[src/verilog/asa_pkg.sv]
// Constants shared by the asynchronous static memory access controller.
`default_nettype none
package asa_pkg;

  // ****************************************
  // Clock and memory timing figures
  // ****************************************
  localparam int CLK_PERIOD_NS              = 10;
  localparam int READ_CYCLE_MIN_NS          = 55;  // read_cycle_min
  localparam int ADDRESS_ACCESS_MAX_NS      = 55;  // address_access_max
  localparam int SELECT_ACCESS_MAX_NS       = 55;  // select_access_max
  localparam int GATE_ACCESS_MAX_NS         = 25;  // gate_access_max
  localparam int OUTPUT_HOLD_AFTER_ADDR_NS  = 10;  // output_hold_after_addr
  localparam int WRITE_CYCLE_MIN_NS         = 55;  // write_cycle_min
  localparam int WRITE_PULSE_MIN_NS         = 40;  // write_pulse_min
  localparam int WRITE_DATA_SETUP_NS        = 25;  // write_data_setup
  localparam int RELEASE_AFTER_WRITE_NS     = 20;  // release_after_write_strobe
  localparam int RELEASE_AFTER_GATE_NS      = 20;
  localparam int SELECT_TO_WRITE_END_NS     = 40;
  localparam int DESELECT_TO_RETENTION_NS   = 0;   // deselect_to_retention

  // ****************************************
  // Derived cycle counts, minimums rounded up
  // ****************************************
  localparam int SYNC_STAGES        = 2;
  localparam int ACCESS_NS          = (ADDRESS_ACCESS_MAX_NS > SELECT_ACCESS_MAX_NS) ?
                                      ADDRESS_ACCESS_MAX_NS : SELECT_ACCESS_MAX_NS;
  localparam int ACCESS_CYC         = (ACCESS_NS + CLK_PERIOD_NS - 1) / CLK_PERIOD_NS;
  localparam int READ_STROBE_CYC    = ACCESS_CYC + SYNC_STAGES;
  localparam int WPULSE_NS          = (WRITE_PULSE_MIN_NS >
                                       WRITE_DATA_SETUP_NS + RELEASE_AFTER_WRITE_NS) ?
                                      WRITE_PULSE_MIN_NS :
                                      WRITE_DATA_SETUP_NS + RELEASE_AFTER_WRITE_NS;
  localparam int WRITE_STROBE_CYC   = (WPULSE_NS + CLK_PERIOD_NS - 1) / CLK_PERIOD_NS;
  localparam int SETUP_CYC          = 1;
  localparam int TURN_CYC           = (RELEASE_AFTER_GATE_NS + CLK_PERIOD_NS - 1) /
                                      CLK_PERIOD_NS;
  localparam int WCYC               = (WRITE_CYCLE_MIN_NS + CLK_PERIOD_NS - 1) /
                                      CLK_PERIOD_NS;
  localparam int WREST_CYC          = WCYC - SETUP_CYC - WRITE_STROBE_CYC;
  localparam int RECOVER_CYC        = (TURN_CYC > WREST_CYC) ? TURN_CYC :
                                      ((WREST_CYC < 1) ? 1 : WREST_CYC);

  // ****************************************
  // Phase counter
  // ****************************************
  localparam int               CNT_W            = 4;
  localparam logic [CNT_W-1:0] CNT_ZERO         = 4'h0;
  localparam logic [CNT_W-1:0] SETUP_LAST       = CNT_W'(SETUP_CYC - 1);
  localparam logic [CNT_W-1:0] READ_STROBE_LAST = CNT_W'(READ_STROBE_CYC - 1);
  localparam logic [CNT_W-1:0] WRITE_STROBE_LAST = CNT_W'(WRITE_STROBE_CYC - 1);
  localparam logic [CNT_W-1:0] RECOVER_LAST     = CNT_W'(RECOVER_CYC - 1);

  // ****************************************
  // Access phases
  // ****************************************
  typedef enum logic [1:0] {
    ST_IDLE    = 2'b00,
    ST_SETUP   = 2'b01,
    ST_STROBE  = 2'b10,
    ST_RECOVER = 2'b11
  } asa_state_type;

endpackage
`default_nettype wire

[src/verilog/asa_ctrl.sv]
// Controller that drives an asynchronous static memory through its pins.
`timescale 1ns/100ps
`default_nettype none

module asa_ctrl
  import asa_pkg::*;
#(
  parameter int ADDR_W = 19,
  parameter int DATA_W = 8
) (
  input  wire logic              clk,
  input  wire logic              resetn,
  input  wire logic              req_valid,
  output var  logic              req_ready,
  input  wire logic              req_write,
  input  wire logic [ADDR_W-1:0] req_addr,
  input  wire logic [DATA_W-1:0] req_wdata,
  output var  logic              rsp_valid,
  output var  logic [DATA_W-1:0] rsp_rdata,
  output var  logic              done,
  input  wire logic              retention_req,
  output var  logic              retention_ready,
  output var  logic [ADDR_W-1:0] word_address,
  output var  logic              sram_select_n,
  output var  logic              sram_write_n,
  output var  logic              sram_gate_n,
  output var  logic [DATA_W-1:0] byte_lines_o,
  output var  logic              byte_lines_oe,
  input  wire logic [DATA_W-1:0] byte_lines_i
);

  import asa_pkg::*;

  asa_state_type     state_reg;
  asa_state_type     state_next;
  logic [CNT_W-1:0]  cnt_reg;
  logic              write_reg;
  logic              phase_end;
  logic              take;
  logic [DATA_W-1:0] rd_sync;

  // ****************************************
  // Read data synchroniser
  // ****************************************

  // Pins are asynchronous, so the capture point allows for the two stages.
  asa_sync #(
    .WIDTH    (DATA_W)
  ) u_sync (
    .clk      (clk),
    .resetn   (resetn),
    .async_in (byte_lines_i),
    .sync_out (rd_sync)
  );

  // ****************************************
  // Phase sequencing
  // ****************************************

  // A request is taken only while ready is shown, so retention blocks new work.
  assign take = req_valid && req_ready;

  // Each phase ends when its counter reaches the last cycle of its length.
  always_comb begin
    phase_end = 1'b0;
    case (state_reg)
      ST_SETUP:   phase_end = (cnt_reg == SETUP_LAST);
      ST_STROBE:  phase_end = write_reg ? (cnt_reg == WRITE_STROBE_LAST) :
                                          (cnt_reg == READ_STROBE_LAST);
      ST_RECOVER: phase_end = (cnt_reg == RECOVER_LAST);
      default:    phase_end = 1'b0;
    endcase
  end

  // Address setup, strobe and recovery in fixed order, then back to idle.
  always_comb begin
    state_next = state_reg;
    case (state_reg)
      ST_IDLE:    if (take) state_next = ST_SETUP;
      ST_SETUP:   if (phase_end) state_next = ST_STROBE;
      ST_STROBE:  if (phase_end) state_next = ST_RECOVER;
      ST_RECOVER: if (phase_end) state_next = ST_IDLE;
      default:    state_next = ST_IDLE;
    endcase
  end

  // State and phase counter.
  always_ff @(posedge clk or negedge resetn) begin
    if (!resetn) begin
      state_reg <= ST_IDLE;
      cnt_reg   <= CNT_ZERO;
    end else begin
      state_reg <= state_next;
      if (state_next != state_reg) begin
        cnt_reg <= CNT_ZERO;
      end else begin
        cnt_reg <= cnt_reg + 4'h1;
      end
    end
  end

  // Request is latched on acceptance; address holds until the next request.
  always_ff @(posedge clk or negedge resetn) begin
    if (!resetn) begin
      write_reg    <= 1'b0;
      word_address <= '0;
      byte_lines_o <= '0;
    end else if (take) begin
      write_reg    <= req_write;
      word_address <= req_addr;
      byte_lines_o <= req_wdata;
    end
  end

  // ****************************************
  // Memory strobes
  // ****************************************

  // Select and write strobe fall and rise on the same edge, so the write
  // window is the whole strobe phase and both edges end it together.
  always_ff @(posedge clk or negedge resetn) begin
    if (!resetn) begin
      sram_select_n <= 1'b1;
      sram_write_n  <= 1'b1;
      sram_gate_n   <= 1'b1;
    end else begin
      sram_select_n <= (state_next != ST_STROBE);
      sram_write_n  <= !((state_next == ST_STROBE) && write_reg);
      sram_gate_n   <= !((state_next == ST_STROBE) && !write_reg);
    end
  end

  // Data is driven from setup to the end of the first recovery cycle, giving
  // setup before and hold after the ending edge. The memory has released the
  // lines by then because the gate stayed high all through the write.
  // The drive decision uses the request being taken, never the latched kind
  // of the previous access, so a read after a write cannot turn the drive on.
  always_ff @(posedge clk or negedge resetn) begin
    if (!resetn) begin
      byte_lines_oe <= 1'b0;
    end else if (take) begin
      byte_lines_oe <= req_write;
    end else if (state_reg == ST_RECOVER) begin
      byte_lines_oe <= 1'b0;
    end
  end

  // ****************************************
  // User side answers
  // ****************************************

  // Read data is captured on the last strobe edge, after access time and sync.
  always_ff @(posedge clk or negedge resetn) begin
    if (!resetn) begin
      rsp_valid <= 1'b0;
      rsp_rdata <= '0;
    end else begin
      rsp_valid <= 1'b0;
      if ((state_reg == ST_STROBE) && phase_end && !write_reg) begin
        rsp_valid <= 1'b1;
        rsp_rdata <= rd_sync;
      end
    end
  end

  // Ready and done; recovery covers the memory turn-off before the next drive.
  always_ff @(posedge clk or negedge resetn) begin
    if (!resetn) begin
      req_ready       <= 1'b0;
      done            <= 1'b0;
      retention_ready <= 1'b0;
    end else begin
      req_ready       <= (state_next == ST_IDLE) && !retention_req;
      done            <= (state_reg == ST_RECOVER) && phase_end;
      retention_ready <= (state_next == ST_IDLE) && retention_req;
    end
  end
endmodule
`default_nettype wire

[src/verilog/asa_sync.sv]
// Two flip-flop synchroniser for the data lines read back from the memory.
`timescale 1ns/100ps
`default_nettype none

module asa_sync #(
  parameter int WIDTH = 8
) (
  input  wire logic             clk,
  input  wire logic             resetn,
  input  wire logic [WIDTH-1:0] async_in,
  output var  logic [WIDTH-1:0] sync_out
);

  logic [WIDTH-1:0] meta_reg;

  // The first stage feeds only the second stage, never any logic.
  always_ff @(posedge clk or negedge resetn) begin
    if (!resetn) begin
      meta_reg <= '0;
      sync_out <= '0;
    end else begin
      meta_reg <= async_in;
      sync_out <= meta_reg;
    end
  end

endmodule
`default_nettype wire

[config.mk]
export PLATFORM = sky130hd
export DESIGN_NAME = asa_ctrl
export DESIGN_NICKNAME = d
export VERILOG_FILES = /design/src/verilog/asa_pkg.sv /design/src/verilog/asa_ctrl.sv /design/src/verilog/asa_sync.sv
export SDC_FILE = /design/constraint.sdc
export NUM_CORES = 1
export LEC_CHECK = 0
export BUFFER_PORTS_ARGS = -buffer_cell sky130_fd_sc_hd__buf_2
export CAP_MARGIN = 15
export CORE_ASPECT_RATIO = 0.5
export CORE_MARGIN = 3
export CORE_UTILIZATION = 55
export CTS_BUF_LIST = sky130_fd_sc_hd__clkbuf_8
export DETAILED_ROUTE_END_ITERATION = 6
export PLACE_DENSITY_LB_ADDON = 0.25
export SYNTH_ARGS = -nofsm -noshare
export SYNTH_HDL_FRONTEND = slang
export SYNTH_SLANG_ARGS = --single-unit
[constraint.sdc]
create_clock -name clk -period 4.06 [get_ports clk]
set_input_delay 0.812 -clock clk [delete_from_list [all_inputs] [get_ports clk]]
set_output_delay 0.812 -clock clk [all_outputs]
set_load 0.1 [all_outputs]
==> results of run 1 <==
kinds of logic (layout without fill, tap and decap cells):
| family | count (synthesis) | in the layout | synth area share, % |
|---|---|---|---|
| compound gates | 16 | 16 | 4.148 |
| buf+inv | 9 | 104 | 1.638 |
| xor+xnor | 2 | 2 | 0.7170 |
| mux | 36 | 36 | 16.59 |
| simple gates | 32 | 32 | 8.141 |
| fa+ha+maj | 2 | 2 | 1.024 |
| flops | 66 | 66 | 67.74 |
layer usage:
layer | share of wire, % | vias to the layer above | GRT usage, %
li1 | - | 741 | -
met1 | 43 | 761 | 24.81
met2 | 49 | 60 | 30.59
met3 | 8.0 | 4 | 7.895
met4 | 0.69 | 0 | 5.369
met5 | 0 | - | 0
metrics by stage:
| step | cell area (um^2) | setup slack [ns] | hold WS [ns] | util, % | instances |
|---|---|---|---|---|---|
| 2_1_floorplan | 2444 | 2.259 | 0.3312 | - | 163 |
| 3_3_place_gp | 2912 | 2.219 | 0.3311 | 71.29 | 296 |
| 3_5_place_dp | 2912 | 2.183 | 0.3347 | 71.29 | 296 |
| 4_1_cts | 3139 | 1.974 | 0.3434 | 76.87 | 312 |
| 5_1_grt | 3139 | 1.952 | 0.3535 | 76.87 | 312 |
| 6_report | 3139 | 1.990 | 0.3437 | 76.87 | 312 |
layout by cell type (no fill, tap or decap), types with 2 or more instances in the layout:
cell type / instances
nand2_1: 8
nor2_1: 6
buf_2: 82
mux2_2: 36
clkinv_4: 2
a31oi_1: 2
dfrtp_1: 63
nor2b_1: 4
dfstp_2: 3
a21oi_1: 4
clkbuf_8: 10
bufinv_16: 2
nand2b_1: 2
buf_4: 2
inv_1: 4
nand3_1: 3
o21ai_0: 5
ha_1: 2
nor3_2: 2
area by class of cell:
type	count	area, um^2	share of cell area [%]
clock buffer	10	137.6	4.384
clock inverter	6	90.09	2.870
inverter	4	15.01	0.4783
multi-input combinational	88	748.2	23.83
sequential	66	1655	52.73
tap	54	67.56	2.152
timing repair buffer	84	425.4	13.55
Yosys cell counts (all sizes together):
cell / instances / area (um^2)
nor2: 7 / 28.78
a21boi: 1 / 7.510
and2: 1 / 6.260
nand3: 3 / 15.01
a21oi: 5 / 28.78
buf: 5 / 25.02
xnor2: 1 / 8.760
and4b: 1 / 10.01
mux2: 36 / 405.4
and3b: 1 / 8.760
nand3b: 1 / 20.02
and2b: 1 / 7.510
nor4b: 1 / 15.01
nand2b: 2 / 12.51
dfstp: 3 / 78.83
nor2b: 4 / 25.02
nor3: 2 / 20.02
a31oi: 2 / 12.51
inv: 4 / 15.01
nand2: 8 / 30.03
o21ai: 6 / 30.02
xor2: 1 / 8.760
dfrtp: 63 / 1577
o22ai: 1 / 6.260
ha: 2 / 25.02
o32ai: 1 / 16.27
final timing paths:
path | cells past startpoint | to | start | slack [ns]
worst max-delay path | 1 | sram_gate_n | sram_gate_n | 1.99
worst min-delay path | 0 | u_sync.sync_out[2] | u_sync.meta_reg[2] | 0.34
worst max register to register | 5 | sram_write_n | cnt_reg[0] | 2.47
worst min register to register | 0 | u_sync.sync_out[2] | u_sync.meta_reg[2] | 0.34
max in group asynchronous | 2 | word_address[8] | resetn | 2.71
min in group asynchronous | 1 | rsp_rdata[4] | resetn | 0.44
==> flow_summary_export.csv, run 1 <==
group,metric,value,unit
grt,grt_pass1_wl,7631,um
place,post-dp-hpwl,3255,um
grt,grt_usage,19.31,%
routing,drt_wl_total,4646,um
timing,fmax,483.1,MHz
timing,skew,0.007018,ns
place,gp_congestion,0.8642,
synth,synth_area,2444,um^2
routing,via_count,1566,
timing,worst_pin_slew,0.5239,ns
timing,setup_violations,0,
floorplanning,io_pins,83,
grt,grt.overflow.total,0,
finish,n_antenna_cell,0,
cts,cts_hold_buf,0,
synth,syn_inst,163,
critical_path,cp_slowest_stage_delay,0.51,ns
cts,clock-sinks,66,
cts,clkLatencyLatePin,0.33,ns
timing,setup_tns,0,ns
critical_path,end_kind,"output pin",
critical_path,path_cells,"buf_2",
critical_path,crit_type,"reg2out",
synth,yosysUniqueCellTypes,29,
job,cap_violations,0,
cts,clk_pin_slew,0.07,ns
critical_path,cp.required,3.25,ns
critical_path,path_buf_inv,1,
critical_path,critPathTopFamily,"flip-flops",
floorplanning,die_h,53.13,um
floorplanning,core,4084,um^2
finish,final_layout_size_suffix_gt1_share,56.59,%
cts,cts_tree,"built",
timing,finalMaxSlewViolations,0,
cts,clock-root-buffer,"clkbuf_8",
synth,syn_nets,205,
hold_path,min_path_type,"reg2reg",
timing,min_period,2.070,ns
routing,drt_pass1_iterations,4,
critical_path,cp_max_fo,1,
floorplanning,start_util,59.83,%
finish,largest_reg_flops,19,
timing,rsz0062_at_grt,"no",
synth,ys_warn_count,0,
outcome,status,"finished clean",
critical_path,crit_path_start_kind,"flip-flop",
cts,cts_made_buffers,9,
routing,wl_per_cell,14.89,um
cts,cts_max_level,3,
routing,avgViaCountPerCell,5.019,
routing,drt-initial-drc-count,105,
floorplanning,die_w,100.3,um
floorplanning,row_count,16,
critical_path,slowest_stage,"dfstp_2",
floorplanning,fp.dieArea,5327,um^2
routing,ant_nets,0,
cts,post_cts_buffers,0,
timing,finalHoldViolations,0,
cts,cts_resized,0,
grt,grt_pass1_vias,1626,
timing,post-route-period-util,50.99,%
grt,antenna_found_initial,0,
grt,grt_max_degree,42,
critical_path,arrival,1.26,ns
routing,drcViolationCount,0,
timing,slew_headroom,65.08,%
cts,clk_path_buf_depth,2,
finish,fillers,281,
synth,ys_seq_area_share,67.74,%
synth,syn_area_per_cell,14.99,um^2
finish,nets,295,
finish,top_register,"word_address",
finish,area_growth_syn_to_layout,28.47,%
place,port_buffers,82,
synth,synth_seq_cells,66,
Power of run 1 is left out: the tool's default activity adds up to more than one toggle a clock period on the data nets, which glitch-free logic cannot reach.
==> run 2, diff against run 1 <==
ABC_AREA = 1   (was default)
CORE_UTILIZATION = 51   (was 55)
clock period = 2.04 ns   (was 4.06 ns; I/O delays follow)
==> run 2 against run 1 <==
Compared with the run above:
- final cell count rose by 22%
- die area rose by 5.3%
- register-to-register slack got worse by 2.0 ns
- critical path depth did not move
- global-route usage fell by 0.33 points
- area after synthesis fell by 1.8%
- synthesized cell count rose by 42%
- worst setup slack got worse by 1.6 ns
- via count rose by 16%
- utilization fell by 2.5 points
- highest routed layer unchanged
==> flow_summary_export.csv, run 2 <==
group,metric,value,unit
outcome,status,"finished clean",
synth,ys_warn_count,0,
grt,grt_usage,18.98,%
critical_path,crit_path_start_kind,"flip-flop",
critical_path,slowest_stage,"dfstp_2",
timing,setup_tns,0,ns
critical_path,end_kind,"output pin",
timing,fmax,597.7,MHz
grt,grt_busiest_layer,"met2",
critical_path,rr_worst_depth,8,
hold_path,min_path_type,"in2async",
cts,cts_hold_buf,0,
timing,rsz0062_at_grt,"no",
synth,synth_seq_cells,66,
floorplanning,start_util,57.05,%
finish,final_common_cell,"nand2_1",
synth,synth.most_common_cell,"nand2_1",
synth,syn_nets,274,
finish,largest_reg_flops,19,
finish,finalNonFillerCells,382,
grt,grt_util_met1,22.20,%
synth,synth_area_leaders,"dfrtp_1 66%, nand2_1 17%, dfstp_2 3.3%",
routing,ant_nets,0,
synth,synth_top_area_share,65.73,%
critical_path,path_buf_inv,1,
cts,clkLatencyLatePin,0.33,ns
grt,grtUsageMet3,8.397,%
finish,final_layout_size_suffix_gt1_share,34.76,%
critical_path,reg2reg_from,"cnt_reg[0]",
synth,synthTopCellsByCount,"109 x nand2_1, 63 x dfrtp_1, 10 x o21ai_0",
timing,slew_headroom,60.32,%
cts,clock-root-buffer,"clkbuf_8",
place,gp_congestion,0.7737,
routing,drt-initial-drc-count,61,
place,post-dp-hpwl,3457,um
critical_path,critPathTopFamily,"flip-flops",
critical_path,cp_slowest_stage_delay,0.52,ns
timing,skew,0.006664,ns
routing,drt_pass1_iterations,4,
grt,grt_pass1_wl,7831,um
cts,clock-sinks,66,
cts,post_cts_buffers,0,
critical_path,reg2reg_slack,0.46,ns
timing,worst_pin_slew,0.5952,ns
timing,setup_violations,0,
critical_path,path_cells,"buf_2",
cts,cts_tree,"built",
grt,grt_max_degree,29,
critical_path,crit_type,"reg2out",
routing,drt_wl_total,4705,um
synth,synth_area,2399,um^2
floorplanning,io_pins,83,
job,cap_violations,0,
critical_path,cp_max_fo,1,
synth,ys_seq_area_share,69.01,%
finish,final_cell_mix,"109 x nand2_1, 82 x buf_2, 63 x dfrtp_1, 10 x o21ai_0, 10 x clkbuf_8",
critical_path,arrival,1.26,ns
routing,via_count,1823,
timing,finalHoldViolations,0,
synth,async_reset_ff_share,100.0,%
floorplanning,die_w,103.0,um
routing,avgViaCountPerCell,4.772,
synth,synth_edf_count,0,
cts,clk_pin_slew,0.07,ns
finish,fillers,287,
synth,synth_top_area_cell,"dfrtp_1",
place,numPlacedInstances,366,
cts,cts_max_level,3,
timing,post-route-period-util,82.01,%
critical_path,rr_endpoint,"req_ready",
floorplanning,fp.dieArea,5612,um^2
cts,clk_path_buf_depth,2,
grt,grt_pass1_vias,1793,
routing,drcViolationCount,0,
floorplanning,row_count,16,
synth,syn_area_per_cell,10.34,um^2
grt,grtUsageMet2,30.68,%
grt,antenna_found_initial,0,
cts,cts_resized,0,
finish,top_register,"word_address",
finish,nets,365,
timing,finalMaxSlewViolations,0,
floorplanning,die_h,54.49,um
synth,syn_inst,232,
synth,yosysUniqueCellTypes,22,
place,port_buffers,82,
routing,wl_per_cell,12.32,um
finish,n_antenna_cell,0,
cts,cts_made_buffers,9,
timing,fin_hold_ws,0.07612,ns
floorplanning,core,4204,um^2
synth,yosys_most_used_dff,"dfrtp_1",
finish,area_growth_syn_to_layout,30.41,%
critical_path,cp.required,1.63,ns
timing,min_period,1.673,ns
grt,grt.overflow.total,0,
[run 2: cell types whose count changed after synthesis, sizes merged, moves of 6 or more]
cell	before	now
clkbuf	0	6
inv	4	10
mux2	36	0
nand2	8	110
nand3	3	9
[run 2: worst max path at each step]
stage,from,end,slack [ns],depth (start not counted)
after floorplan,req_ready,byte_lines_o[0],0.15,6
after global placement,write_reg,req_ready,0.55,9
after detailed placement,cnt_reg[0],req_ready,0.51,8
after CTS,sram_select_n,sram_select_n,0.35,1
after global routing,write_reg,retention_ready,0.26,9
final,sram_gate_n,sram_gate_n,0.37,1
[run 2: cells by family (layout without fill, tap and decap cells)]
family	after synthesis	after routing	share of synthesized area [%]
flip-flops	66	66	69.01
XOR/XNOR	2	2	0.7304
AND/OR/NAND/NOR	132	132	23.42
buffers and inverters	17	113	2.660
AO/OA/AOI/OAI	13	13	3.130
adder cells (fa/ha/maj)	2	2	1.043
[run 2: metal layers]
metal | up-vias | share of wire (%)
met2 | 62 | 48
met1 | 848 | 43
met4 | 0 | 1.9
met5 | - | 0
met3 | 11 | 6.9
li1 | 902 | -
[run 2: through the flow]
step,cell area [um^2],utilization (%),setup slack (ns)
global route,3128,74.40,0.2630
detailed placement,2900,68.99,0.5090
CTS,3128,74.40,0.3476
floorplan,2399,-,0.1475
finish,3128,74.40,0.3670
global placement,2900,68.99,0.5505
[run 2: area by class of cell]
| type | instances | area [um^2] | share of cell area, % |
|---|---|---|---|
| clock buffer | 10 | 137.6 | 4.400 |
| clock inverter | 6 | 90.09 | 2.880 |
| inverter | 10 | 37.54 | 1.200 |
| multi-input combinational | 149 | 679.4 | 21.72 |
| sequential | 66 | 1655 | 52.92 |
| tap | 54 | 67.56 | 2.160 |
| timing repair buffer | 87 | 460.4 | 14.72 |
Power of run 2 is left out for the same reason.
==> run 3, diff against run 2 <==
CORE_UTILIZATION = 46   (was 51)
clock period = 1.51 ns   (was 2.04 ns; I/O delays follow)
==> run 3 against run 2 <==
Compared with the run above:
- via count grew 7.2%
- the flow now finishes with violations (setup timing)
- critical endpoint is now req_ready
- routed wire length is 17% higher
- hold slack improved by 0.0026 ns
- critical path depth up 7
- clock skew is 0.0029 ns higher
- sequential share of layout area is 3.6 points lower
- count of clock-buffer cells in the layout did not move
==> flow_summary_export.csv, run 3 (same netlist as run 2, synthesis figures left out) <==
group,metric,value,unit
timing,fmax,659.0,MHz
floorplanning,start_util,51.02,%
finish,final_util,71.68,%
critical_path,cp_max_fo,5,
critical_path,rr_endpoint,"req_ready",
floorplanning,die_h,57.06,um
routing,drcViolationCount,0,
cts,clock-sinks,66,
critical_path,crit_path_start_kind,"flip-flop",
hold_path,min_to,"u_sync.meta_reg[2]",
routing,wl_per_cell,13.45,um
grt,antenna_found_initial,0,
hold_path,min_path_type,"in2reg",
cts,cts_made_buffers,9,
critical_path,arrival,1.77,ns
routing,drt_pass1_iterations,4,
cts,clkLatencyLatePin,0.33,ns
hold_path,min_from,"byte_lines_i[2]",
timing,finalHoldViolations,0,
cts,cts_max_level,3,
routing,drt_wl_total,5513,um
finish,final_layout_size_suffix_gt1_share,42.15,%
cts,clk_path_buf_depth,2,
finish,n_antenna_cell,0,
floorplanning,fp.dieArea,6169,um^2
finish,largest_reg_flops,19,
critical_path,reg2reg_slack,-0.007,ns
grt,grt_usage,18.61,%
floorplanning,die_w,108.1,um
finish,design_area,3369,um^2
finish,register_area,1660,um^2
finish,fillers,352,
finish,final_common_cell,"nand2_1",
routing,ant_nets,0,
timing,finalMaxSlewViolations,0,
timing,post-route-period-util,100.5,%
cts,clock-root-buffer,"clkbuf_8",
timing,rsz0062_at_grt,"yes",
finish,top_register,"word_address",
cts,clk_pin_slew,0.07,ns
floorplanning,row_count,17,
place,dp_slack,-0.04677,ns
floorplanning,core,4701,um^2
timing,setup_violations,1,
routing,avgViaCountPerCell,4.768,
place,gp_congestion,0.8213,
critical_path,crit_type,"reg2reg",
routing,drt-initial-drc-count,51,
outcome,status,"complete, but fails checks",
timing,skew,0.009553,ns
grt,grt.overflow.total,0,
place,post-dp-hpwl,3775,um
place,port_buffers,82,
timing,worst_pin_slew,0.4966,ns
critical_path,reg2reg_from,"cnt_reg[1]",
finish,final_cell_mix,"105 x nand2_1, 79 x buf_2, 61 x dfrtp_1, 17 x buf_4, 10 x clkbuf_8",
finish,multi_input_comb_area,787.0,um^2
grt,grt_pass1_vias,1931,
place,placed_area,3007,um^2
floorplanning,io_pins,83,
critical_path,rr_worst_depth,8,
grt,grt_max_degree,29,
timing,fin_ws,-0.007375,ns
job,cap_violations,0,
finish,area_growth_syn_to_layout,40.48,%
critical_path,cp.required,1.76,ns
outcome,violations,"setup timing",
hold_path,min_delay_path_depth,1,
finish,nets,383,
cts,cts_tree,"built",
routing,via_count,1955,
timing,slew_headroom,67.12,%
timing,min_period,1.517,ns
critical_path,end_kind,"flip-flop",
grt,grt_pass1_wl,8901,um
-- run 3: cell count changes in the layout (fill, tap and decap cells not counted), sizes merged --
cell | previous run | this run
buf | 87 | 102
bufinv | 2 | 0
clkinv | 3 | 4
clkinvlp | 1 | 0
dlygate4sd3 | 0 | 1
nand4 | 3 | 4
nor2 | 9 | 10
-- run 3: area by class of cell --
| type | instances | area share (%) |
|---|---|---|
| flip-flops and latches | 66 | 49.28 |
| multi-input cells | 151 | 23.36 |
| repair buffers | 103 | 19.12 |
| clock buffers | 10 | 4.085 |
| well taps | 66 | 2.451 |
| inverters | 10 | 1.114 |
| clock inverters | 4 | 0.5941 |
-- run 3: how the worst max path moves through the flow --
stage / startpoint / end / slack, ns / cells past startpoint
final: cnt_reg[1] / req_ready / -0.007 / 8
after global routing: cnt_reg[0] / req_ready / -0.09 / 8
after CTS: cnt_reg[1] / req_ready / 0.0004 / 9
after detailed placement: cnt_reg[0] / sram_gate_n / -0.05 / 8
after global placement: cnt_reg[1] / req_ready / 0.09 / 8
after floorplan: req_ready / byte_lines_o[7] / 0.02 / 5
-- run 3: what timing repair did --
| item | 4_1_cts | 5_1_grt |
|---|---|---|
| cloned | 1 | 1 |
| pin swaps | 3 | 10 |
| endpoints found under the setup margin | 6 | 19 |
| buffers inserted | 3 | 8 |
| hold buffers | 1 | 0 |
| endpoints found under the hold margin | 9 | 0 |
| resized for setup | 6 | 25 |
-- run 3: critical path: stages, from the launching register on --
cell	delay [ns]
dfrtp_1	0.42
inv_2	0.11
ha_4	0.13
nor3b_4	0.19
nand3_2	0.14
buf_6	0.14
nand3_4	0.10
nand3_2	0.10
nor2_1	0.11
-- run 3: per-stage QoR --
| stage | hold slack, ns | setup TNS [ns] | std cells |
|---|---|---|---|
| global placement | 0.2193 | 0 | 382 |
| global route | 0.05881 | -0.8081 | 410 |
| detailed placement | 0.2208 | -0.2039 | 382 |
| floorplan | 0.006409 | 0 | 232 |
| finish | 0.07872 | -0.007375 | 410 |
| CTS | 0.06455 | 0 | 401 |
-- run 3: layer usage --
metal | GRT usage [%] | vias to the layer above | share of wire (%)
met5 | 0 | - | 0
met4 | 5.216 | 0 | 1.0
met3 | 6.554 | 8 | 5.6
met2 | 31.63 | 66 | 51
met1 | 22.85 | 940 | 42
li1 | - | 941 | -
Power of run 3 is left out for the same reason.
